**config.mk**
```make
export PLATFORM = sky130hd
export DESIGN_NAME = tpk_gpio
export DESIGN_NICKNAME = d
export VERILOG_FILES = /design/src/logic/tpk_pkg.sv /design/src/logic/tpk_port.sv /design/src/logic/tpk_gpio.sv
export VERILOG_INCLUDE_DIRS = /design/src /design/src/logic
export SDC_FILE = /design/constraint.sdc
export NUM_CORES = 1
export LEC_CHECK = 0
export ABC_AREA = 0
export BUFFER_PORTS_ARGS = -buffer_cell sky130_fd_sc_hd__buf_4
export CAP_MARGIN = 0
export CORE_UTILIZATION = 50
export DETAILED_ROUTE_END_ITERATION = 7
export PLACE_DENSITY = 0.92
export SLEW_MARGIN = 20
export SYNTH_ARGS = -nofsm -noshare
export SYNTH_HDL_FRONTEND = slang
export SYNTH_HIERARCHICAL = 1
export SYNTH_SLANG_ARGS = --single-unit
```
**constraint.sdc**
```tcl
create_clock -name clk -period 1.9 [get_ports clk]
set_input_delay 0 -clock clk [delete_from_list [all_inputs] [get_ports clk]]
set_output_delay 0 -clock clk [all_outputs]
set_load 0.01 [all_outputs]
```
**src/logic/tpk_defs.svh**
```systemverilog
/*
 * Register offsets, reset values and widths of the three-port GPIO block.
 * Included by the package and the design modules; definitions only.
 */
`ifndef TPK_DEFS_SVH
`define TPK_DEFS_SVH

`define TPK_ADDR_W 8
`define TPK_PORT_W 8
`define TPK_OFF_PORT_A_DATA 8'h00
`define TPK_OFF_PORT_B_DATA 8'h01
`define TPK_OFF_PORT_C_DATA 8'h03
`define TPK_OFF_PORT_A_DIR 8'h04
`define TPK_OFF_PORT_B_DIR 8'h05
`define TPK_OFF_PORT_C_DIR 8'h06
`define TPK_DIR_RESET 8'h00
`define TPK_DATA_INIT 8'h00
`define TPK_KEYSCAN_EN_DEFAULT 8'h00

`endif

```
**src/logic/tpk_pkg.sv**
```systemverilog
/*
 * Types shared by the three-port GPIO block.
 * Assumes tpk_defs.svh is on the include path.
 */
`include "tpk_defs.svh"

package tpk_pkg;
	// cpu side access of one cycle
	typedef struct packed {
		logic wr;
		logic rd;
		logic [`TPK_ADDR_W-1:0] addr;
		logic [`TPK_PORT_W-1:0] wdata;
	} tpk_bus_req_t;

	// pin group of one port: drive value and enable
	typedef struct packed {
		logic [`TPK_PORT_W-1:0] out;
		logic [`TPK_PORT_W-1:0] oe;
	} tpk_pin_drv_t;

	// interrupt sensitivity option of the external request
	typedef enum logic [1:0] {
		TPK_SENS_EDGE = 2'b01,
		TPK_SENS_EDGE_LEVEL = 2'b10
	} tpk_sens_t;
endpackage

```
**src/logic/tpk_port.sv**
```systemverilog
/*
 * One 8-bit bidirectional port: output latch, direction register,
 * pin drive and read-back mux.
 * Assumes pins are synchronous to clk; the parent decodes addresses.
 */
`timescale 1ns/1ps
`default_nettype none
`include "tpk_defs.svh"

module tpk_port #(
	parameter int WIDTH = 8
) (
	input wire logic clk,
	input wire logic nrst,
	input wire logic data_we,
	input wire logic dir_we,
	input wire logic [WIDTH-1:0] wdata,
	input wire logic [WIDTH-1:0] pin_in,
	output tpk_pkg::tpk_pin_drv_t pin_drv,
	output logic [WIDTH-1:0] data_rd,
	output logic [WIDTH-1:0] dir_rd
);
	import tpk_pkg::*;

	logic [WIDTH-1:0] latch_r;
	logic [WIDTH-1:0] latch_nxt;
	logic [WIDTH-1:0] dir_r;
	logic [WIDTH-1:0] dir_nxt;

	// elaboration check: the pin struct is fixed at the port width
	if (WIDTH != `TPK_PORT_W)
	begin : g_bad_width
		$error("tpk_port width must match the port width");
	end

	always_comb
	begin
		latch_nxt = latch_r;
		dir_nxt = dir_r;
		if (data_we)
			latch_nxt = wdata;
		if (dir_we)
			dir_nxt = wdata;
	end

	// latch has no reset, so reset leaves the data untouched
	// data survives reset
	always_ff @(posedge clk)
	begin
		latch_r <= latch_nxt;
	end

	always_ff @(posedge clk or negedge nrst)
	begin
		if (!nrst)
			dir_r <= `TPK_DIR_RESET;
		else
			dir_r <= dir_nxt;
	end

	assign pin_drv = '{out: latch_r, oe: dir_r};

	assign data_rd = (dir_r & latch_r) | (~dir_r & pin_in);
	assign dir_rd = dir_r;
endmodule

`default_nettype wire

```
**src/logic/tpk_gpio.sv**
```systemverilog
/*
 * Three-port GPIO block with keyscan interrupt on the second port.
 * Assumes a cpu bus with one-cycle read and write strobes, pins already
 * synchronous to clk, and the mask bit provided by the modulator block.
 */
// Notes on behaviour
// - a direction bit of one makes the pin an output, zero an input.
// - reset clears all direction registers and leaves data latches alone.
// - data write with direction zero fills the latch, pin stays input.
// - data write with direction one fills the latch and drives it.
// - data read with direction zero returns the pin level.
// - data read with direction one returns the output latch.
// - every direction register can be written and read back.
// - twenty-four lines as three independent eight-bit ports.
// - second-port pins with pullup enabled are extra interrupt sources.
// - those pins share the external request's chosen sensitivity.
// - third port is a full eight bits even if pins are unbonded.
// - edge mode requests on a falling edge of an enabled pin.
// - edge-level mode requests on falling edge or low level.
// - keyscan requests are ORed with the external request pin.
// - the external mask bit suppresses all external requests.
`timescale 1ns/1ps
`default_nettype none
`include "tpk_defs.svh"

module tpk_gpio #(
	parameter int WIDTH = 8,
	parameter logic [7:0] KEYSCAN_EN = `TPK_KEYSCAN_EN_DEFAULT,
	parameter tpk_pkg::tpk_sens_t SENS = tpk_pkg::TPK_SENS_EDGE
) (
	input wire logic clk,
	input wire logic nrst,
	input wire tpk_pkg::tpk_bus_req_t bus_req,
	output logic [7:0] bus_rdata,
	input wire logic [7:0] port_a_in,
	input wire logic [7:0] second_port_pins_in,
	input wire logic [7:0] third_port_pins_in,
	output tpk_pkg::tpk_pin_drv_t port_a_drv,
	output tpk_pkg::tpk_pin_drv_t second_port_pins_drv,
	output tpk_pkg::tpk_pin_drv_t third_port_pins_drv,
	output logic [7:0] keyscan_pullup_en,
	input wire logic ext_irq_n,
	input wire logic external_irq_mask_bit,
	output logic irq_req_n
);
	import tpk_pkg::*;

	logic [7:0] rd_a;
	logic [7:0] rd_b;
	logic [7:0] rd_c;
	logic [7:0] dir_a;
	logic [7:0] dir_b;
	logic [7:0] dir_c;
	logic [7:0] rdata_nxt;
	logic [7:0] rdata_r;
	logic [7:0] kpin_r;
	logic [7:0] kpin_nxt;
	logic irq_pin_r;
	logic irq_pin_nxt;
	logic req_edge;
	logic req_level;
	logic req_any;
	logic req_r;
	logic req_nxt;

	// elaboration check: the register map is byte wide
	if (WIDTH != `TPK_PORT_W)
	begin : g_bad_width
		$error("tpk_gpio supports 8-bit ports only");
	end

	tpk_port #(.WIDTH(WIDTH)) u_port_a (
		.clk(clk),
		.nrst(nrst),
		.data_we(bus_req.wr && bus_req.addr == `TPK_OFF_PORT_A_DATA),
		.dir_we(bus_req.wr && bus_req.addr == `TPK_OFF_PORT_A_DIR),
		.wdata(bus_req.wdata),
		.pin_in(port_a_in),
		.pin_drv(port_a_drv),
		.data_rd(rd_a),
		.dir_rd(dir_a)
	);

	tpk_port #(.WIDTH(WIDTH)) u_port_b (
		.clk(clk),
		.nrst(nrst),
		.data_we(bus_req.wr && bus_req.addr == `TPK_OFF_PORT_B_DATA),
		.dir_we(bus_req.wr && bus_req.addr == `TPK_OFF_PORT_B_DIR),
		.wdata(bus_req.wdata),
		.pin_in(second_port_pins_in),
		.pin_drv(second_port_pins_drv),
		.data_rd(rd_b),
		.dir_rd(dir_b)
	);

	tpk_port #(.WIDTH(WIDTH)) u_port_c (
		.clk(clk),
		.nrst(nrst),
		.data_we(bus_req.wr && bus_req.addr == `TPK_OFF_PORT_C_DATA),
		.dir_we(bus_req.wr && bus_req.addr == `TPK_OFF_PORT_C_DIR),
		.wdata(bus_req.wdata),
		.pin_in(third_port_pins_in),
		.pin_drv(third_port_pins_drv),
		.data_rd(rd_c),
		.dir_rd(dir_c)
	);

	// read mux; unmapped and reserved offsets read as zero
	always_comb
	begin
		rdata_nxt = rdata_r;
		if (bus_req.rd)
		begin
			unique case (bus_req.addr)
				`TPK_OFF_PORT_A_DATA: rdata_nxt = rd_a;
				`TPK_OFF_PORT_B_DATA: rdata_nxt = rd_b;
				`TPK_OFF_PORT_C_DATA: rdata_nxt = rd_c;
				`TPK_OFF_PORT_A_DIR: rdata_nxt = dir_a;
				`TPK_OFF_PORT_B_DIR: rdata_nxt = dir_b;
				`TPK_OFF_PORT_C_DIR: rdata_nxt = dir_c;
				default: rdata_nxt = 8'h00;
			endcase
		end
	end

	always_ff @(posedge clk or negedge nrst)
	begin
		if (!nrst)
			rdata_r <= 8'h00;
		else
			rdata_r <= rdata_nxt;
	end

	assign bus_rdata = rdata_r;

	assign keyscan_pullup_en = KEYSCAN_EN;

	// previous pin levels for falling-edge detection; idle high
	always_comb
	begin
		kpin_nxt = second_port_pins_in;
		irq_pin_nxt = ext_irq_n;
	end

	always_ff @(posedge clk or negedge nrst)
	begin
		if (!nrst)
		begin
			kpin_r <= 8'hFF;
			irq_pin_r <= 1'b1;
		end
		else
		begin
			kpin_r <= kpin_nxt;
			irq_pin_r <= irq_pin_nxt;
		end
	end

	assign req_edge = |(KEYSCAN_EN & kpin_r & ~second_port_pins_in)
		| (irq_pin_r & ~ext_irq_n);
	assign req_level = |(KEYSCAN_EN & ~second_port_pins_in) | ~ext_irq_n;

	always_comb
	begin
		req_any = req_edge;
		unique case (SENS)
			TPK_SENS_EDGE: req_any = req_edge;
			TPK_SENS_EDGE_LEVEL: req_any = req_edge | req_level;
			default: req_any = req_edge;
		endcase
		req_nxt = req_any & ~external_irq_mask_bit;
	end

	// registered request; in edge mode an edge shows as a one-cycle low pulse
	always_ff @(posedge clk or negedge nrst)
	begin
		if (!nrst)
			req_r <= 1'b0;
		else
			req_r <= req_nxt;
	end

	assign irq_req_n = ~req_r;
endmodule

`default_nettype wire

```
==> results.ini <==
[synthesis]
syn_area_um2=3150
yosysWarnings=6
synthTopCellsByArea=dfrtp_1 26%, edfxtp_1 23%, mux2_4 11%
synth.distinct_cells=38
synth_top_cell_by_area=dfrtp_1
async_reset_ff_share_pct=58.6
synthCells=232
synth_seq_area_share_pct=49.9
ys_seq_elements=58
synth_enable_flop_cells=24
synthFlopType=dfrtp_1
syn_avg_cell_area_um2=13.6
yosysTopAreaCellShare_pct=26.2

[floorplan]
die_h_um=81.4
dieArea_um2=6620
start_util_pct=52.6
pin_count=111
num_rows=28
chipWidth_um=81.4
core_um2=5990

[sta]
maxSlewViolCount=0
whs_ns=0.0804
min_period_ns=1.52
fin_crit_sh_pct=79.8
fmax_ghz=0.659
fin_worst_skew_ns=0.0101
finalSetupViolCount=0
finalHoldViolCount=0
tns_ns=0
rsz0062_at_grt=no

[grt]
grt_pass1_vias=2161
overflow=0
grt_antenna_before_repair=0
grt_pass1_wl_um=11000
grt_max_degree=35
grt_usage_pct=23.7

[clocking]
clk_latency_ns=0.35
clock_path_buffers=2
htreeDepth=3
post-cts-setup-buffers=0
cts_tree=yes
cts_root_buffer=clkbuf_8
cts.sinks=58
cts_made_buffers=9
path_clk_slew_ns=0.06

[critical_path]
start_kind=register
crit_slowest_cell=dfrtp_1
crit_arrival_ns=1.73
end_kind=register
crit_chain=mux2_2 > mux2_1 > a22o_1 > nand2_1 > a22oi_2
cpPeakStageDelay_ns=0.40
path_class=reg -> reg
critPathRequiredTime_ns=2.12
cp_max_fo=4

[final_layout]
syn_to_final_growth_pct=31.0
diodes=0
fin_nets=378
drive_gt1_share_pct=55.4

[drt]
wirelength_um=7150
vias_per_cell=5.23
drtAntennaViolNets=0
firstDrtPassIters=4
drc_errors=0
num_vias=2151
wire_per_inst_um=17.4
drtIter0Drc=128

[flow_run]
max-cap-violations=0

[worst_hold_path]
worstHoldPathType=in -> reg

[placed_design]
place.gp.congestion=0.840
port_buffers=102
dp_hpwl_um=5200

[run_status]
outcome=completed

[power_and_ir_drop]
p_leak_nw=1.85
power_density_nw_per_um2=702
total_power_w=0.00289
vdd_drop_max_mv=0.539

==> placed cells by master (no fill, tap or decap), drive strengths merged, types with 4 or more instances in the layout <==
| master | count |
|---|---|
| mux2i | 12 |
| a22o | 5 |
| dfrtp | 33 |
| clkbuf | 13 |
| a21oi | 6 |
| inv | 7 |
| nor2 | 8 |
| dlygate4sd3 | 13 |
| nand2b | 5 |
| o22ai | 9 |
| mux2 | 49 |
| nand2 | 4 |
| edfxtp | 24 |
| buf | 113 |
| conb | 8 |
==> report_power, final <==
group          internal, W  switching, W  total, W
registers          0.00134     0.0000342   0.00137
clock network     0.000703      0.000452   0.00116
logic             0.000215      0.000153  0.000368
==> flip-flops by register name, indices dropped and copies added, names as in the netlist <==
register / count
u_port_c/latch_r: 8
bus_rdata: 8
req_r: 1
u_port_a/latch_r: 8
u_port_a/dir_rd: 8
u_port_b/dir_rd: 8
u_port_c/dir_rd: 8
u_port_b/latch_r: 8
irq_pin_r: 1
==> kinds of logic after synthesis <==
group	synth area share [%]
compound gates	6.71
buf+inv	11.5
other cells	0.119
mux	25.6
simple gates	6.08
flops	49.9
==> per-stage QoR <==
| step | cell area, um^2 | setup slack, ns | std cells | util (%) |
|---|---|---|---|---|
| 4_1_cts | 4130 | 0.388 | 411 | 68.9 |
| 6_report | 4130 | 0.384 | 411 | 68.9 |
| 2_1_floorplan | 3180 | 0.374 | 239 | - |
| 3_3_place_gp | 3790 | 0.380 | 383 | 63.3 |
| 5_1_grt | 4130 | 0.312 | 411 | 68.9 |
| 3_5_place_dp | 3790 | 0.332 | 383 | 63.3 |
==> cell type report <==
class                      count  area (um^2)
clock buffer                  13          169
clock inverter                 2         35.0
fill                         436         1870
inverter                       7         26.3
multi-input combinational    130         1250
sequential                    58         1570
tap                           75         93.8
timing repair buffer         126          978
==> critical path: cells and delay by family (launching register included) <==
kind	cells	cell delay [ns]
AOI/OAI and AO/OA	2	0.31
DFF	1	0.40
muxes	2	0.62
and+or+nand+nor	1	0.08
==> path summary, 6_finish.rpt <==
kind | from | cells past startpoint | endpoint | slack [ns]
max in group asynchronous | nrst | 2 | irq_pin_r | 1.41
hold reg to reg | irq_pin_r | 1 | req_r | 0.51
setup reg to reg | u_port_b/dir_rd[7] | 5 | bus_rdata[7] | 0.38
setup / recovery | u_port_b/dir_rd[7] | 5 | bus_rdata[7] | 0.38
min in group asynchronous | nrst | 2 | bus_rdata[6] | 0.14
hold / removal | bus_req[14] | 4 | bus_rdata[7] | 0.08
==> cell usage after synthesis, types with 2 or more instances <==
library cell	n
dfrtp_1	33
buf_4	32
edfxtp_1	24
mux2_2	24
mux2_4	24
mux2i_1	12
o22ai_1	9
nor2_1	8
inv_1	7
a21oi_1	6
buf_6	6
a22o_1	5
buf_2	5
nand2b_1	5
nand2_1	3
mux4_2	2
nand3_1	2
nand3b_1	2
nor3_1	2
nor3b_1	2
o21ai_1	2
==> repair_timing <==
| action | CTS | global route |
|---|---|---|
| hold buffers | 13 | 0 |
| hold endpoints to repair | 91 | 0 |
| setup endpoints to repair | 0 | 0 |
| resized for setup | 0 | 0 |
==> per-layer routing <==
| layer | track usage, % | routed length (um) | up-vias |
|---|---|---|---|
| met5 | 0 | 0 | - |
| met4 | 9.64 | 127 | 0 |
| met3 | 7.19 | 494 | 14 |
| met2 | 38.2 | 3540 | 88 |
| met1 | 29.6 | 2990 | 1043 |
| li1 | - | - | 1006 |
(Power assumes the default switching activity.)
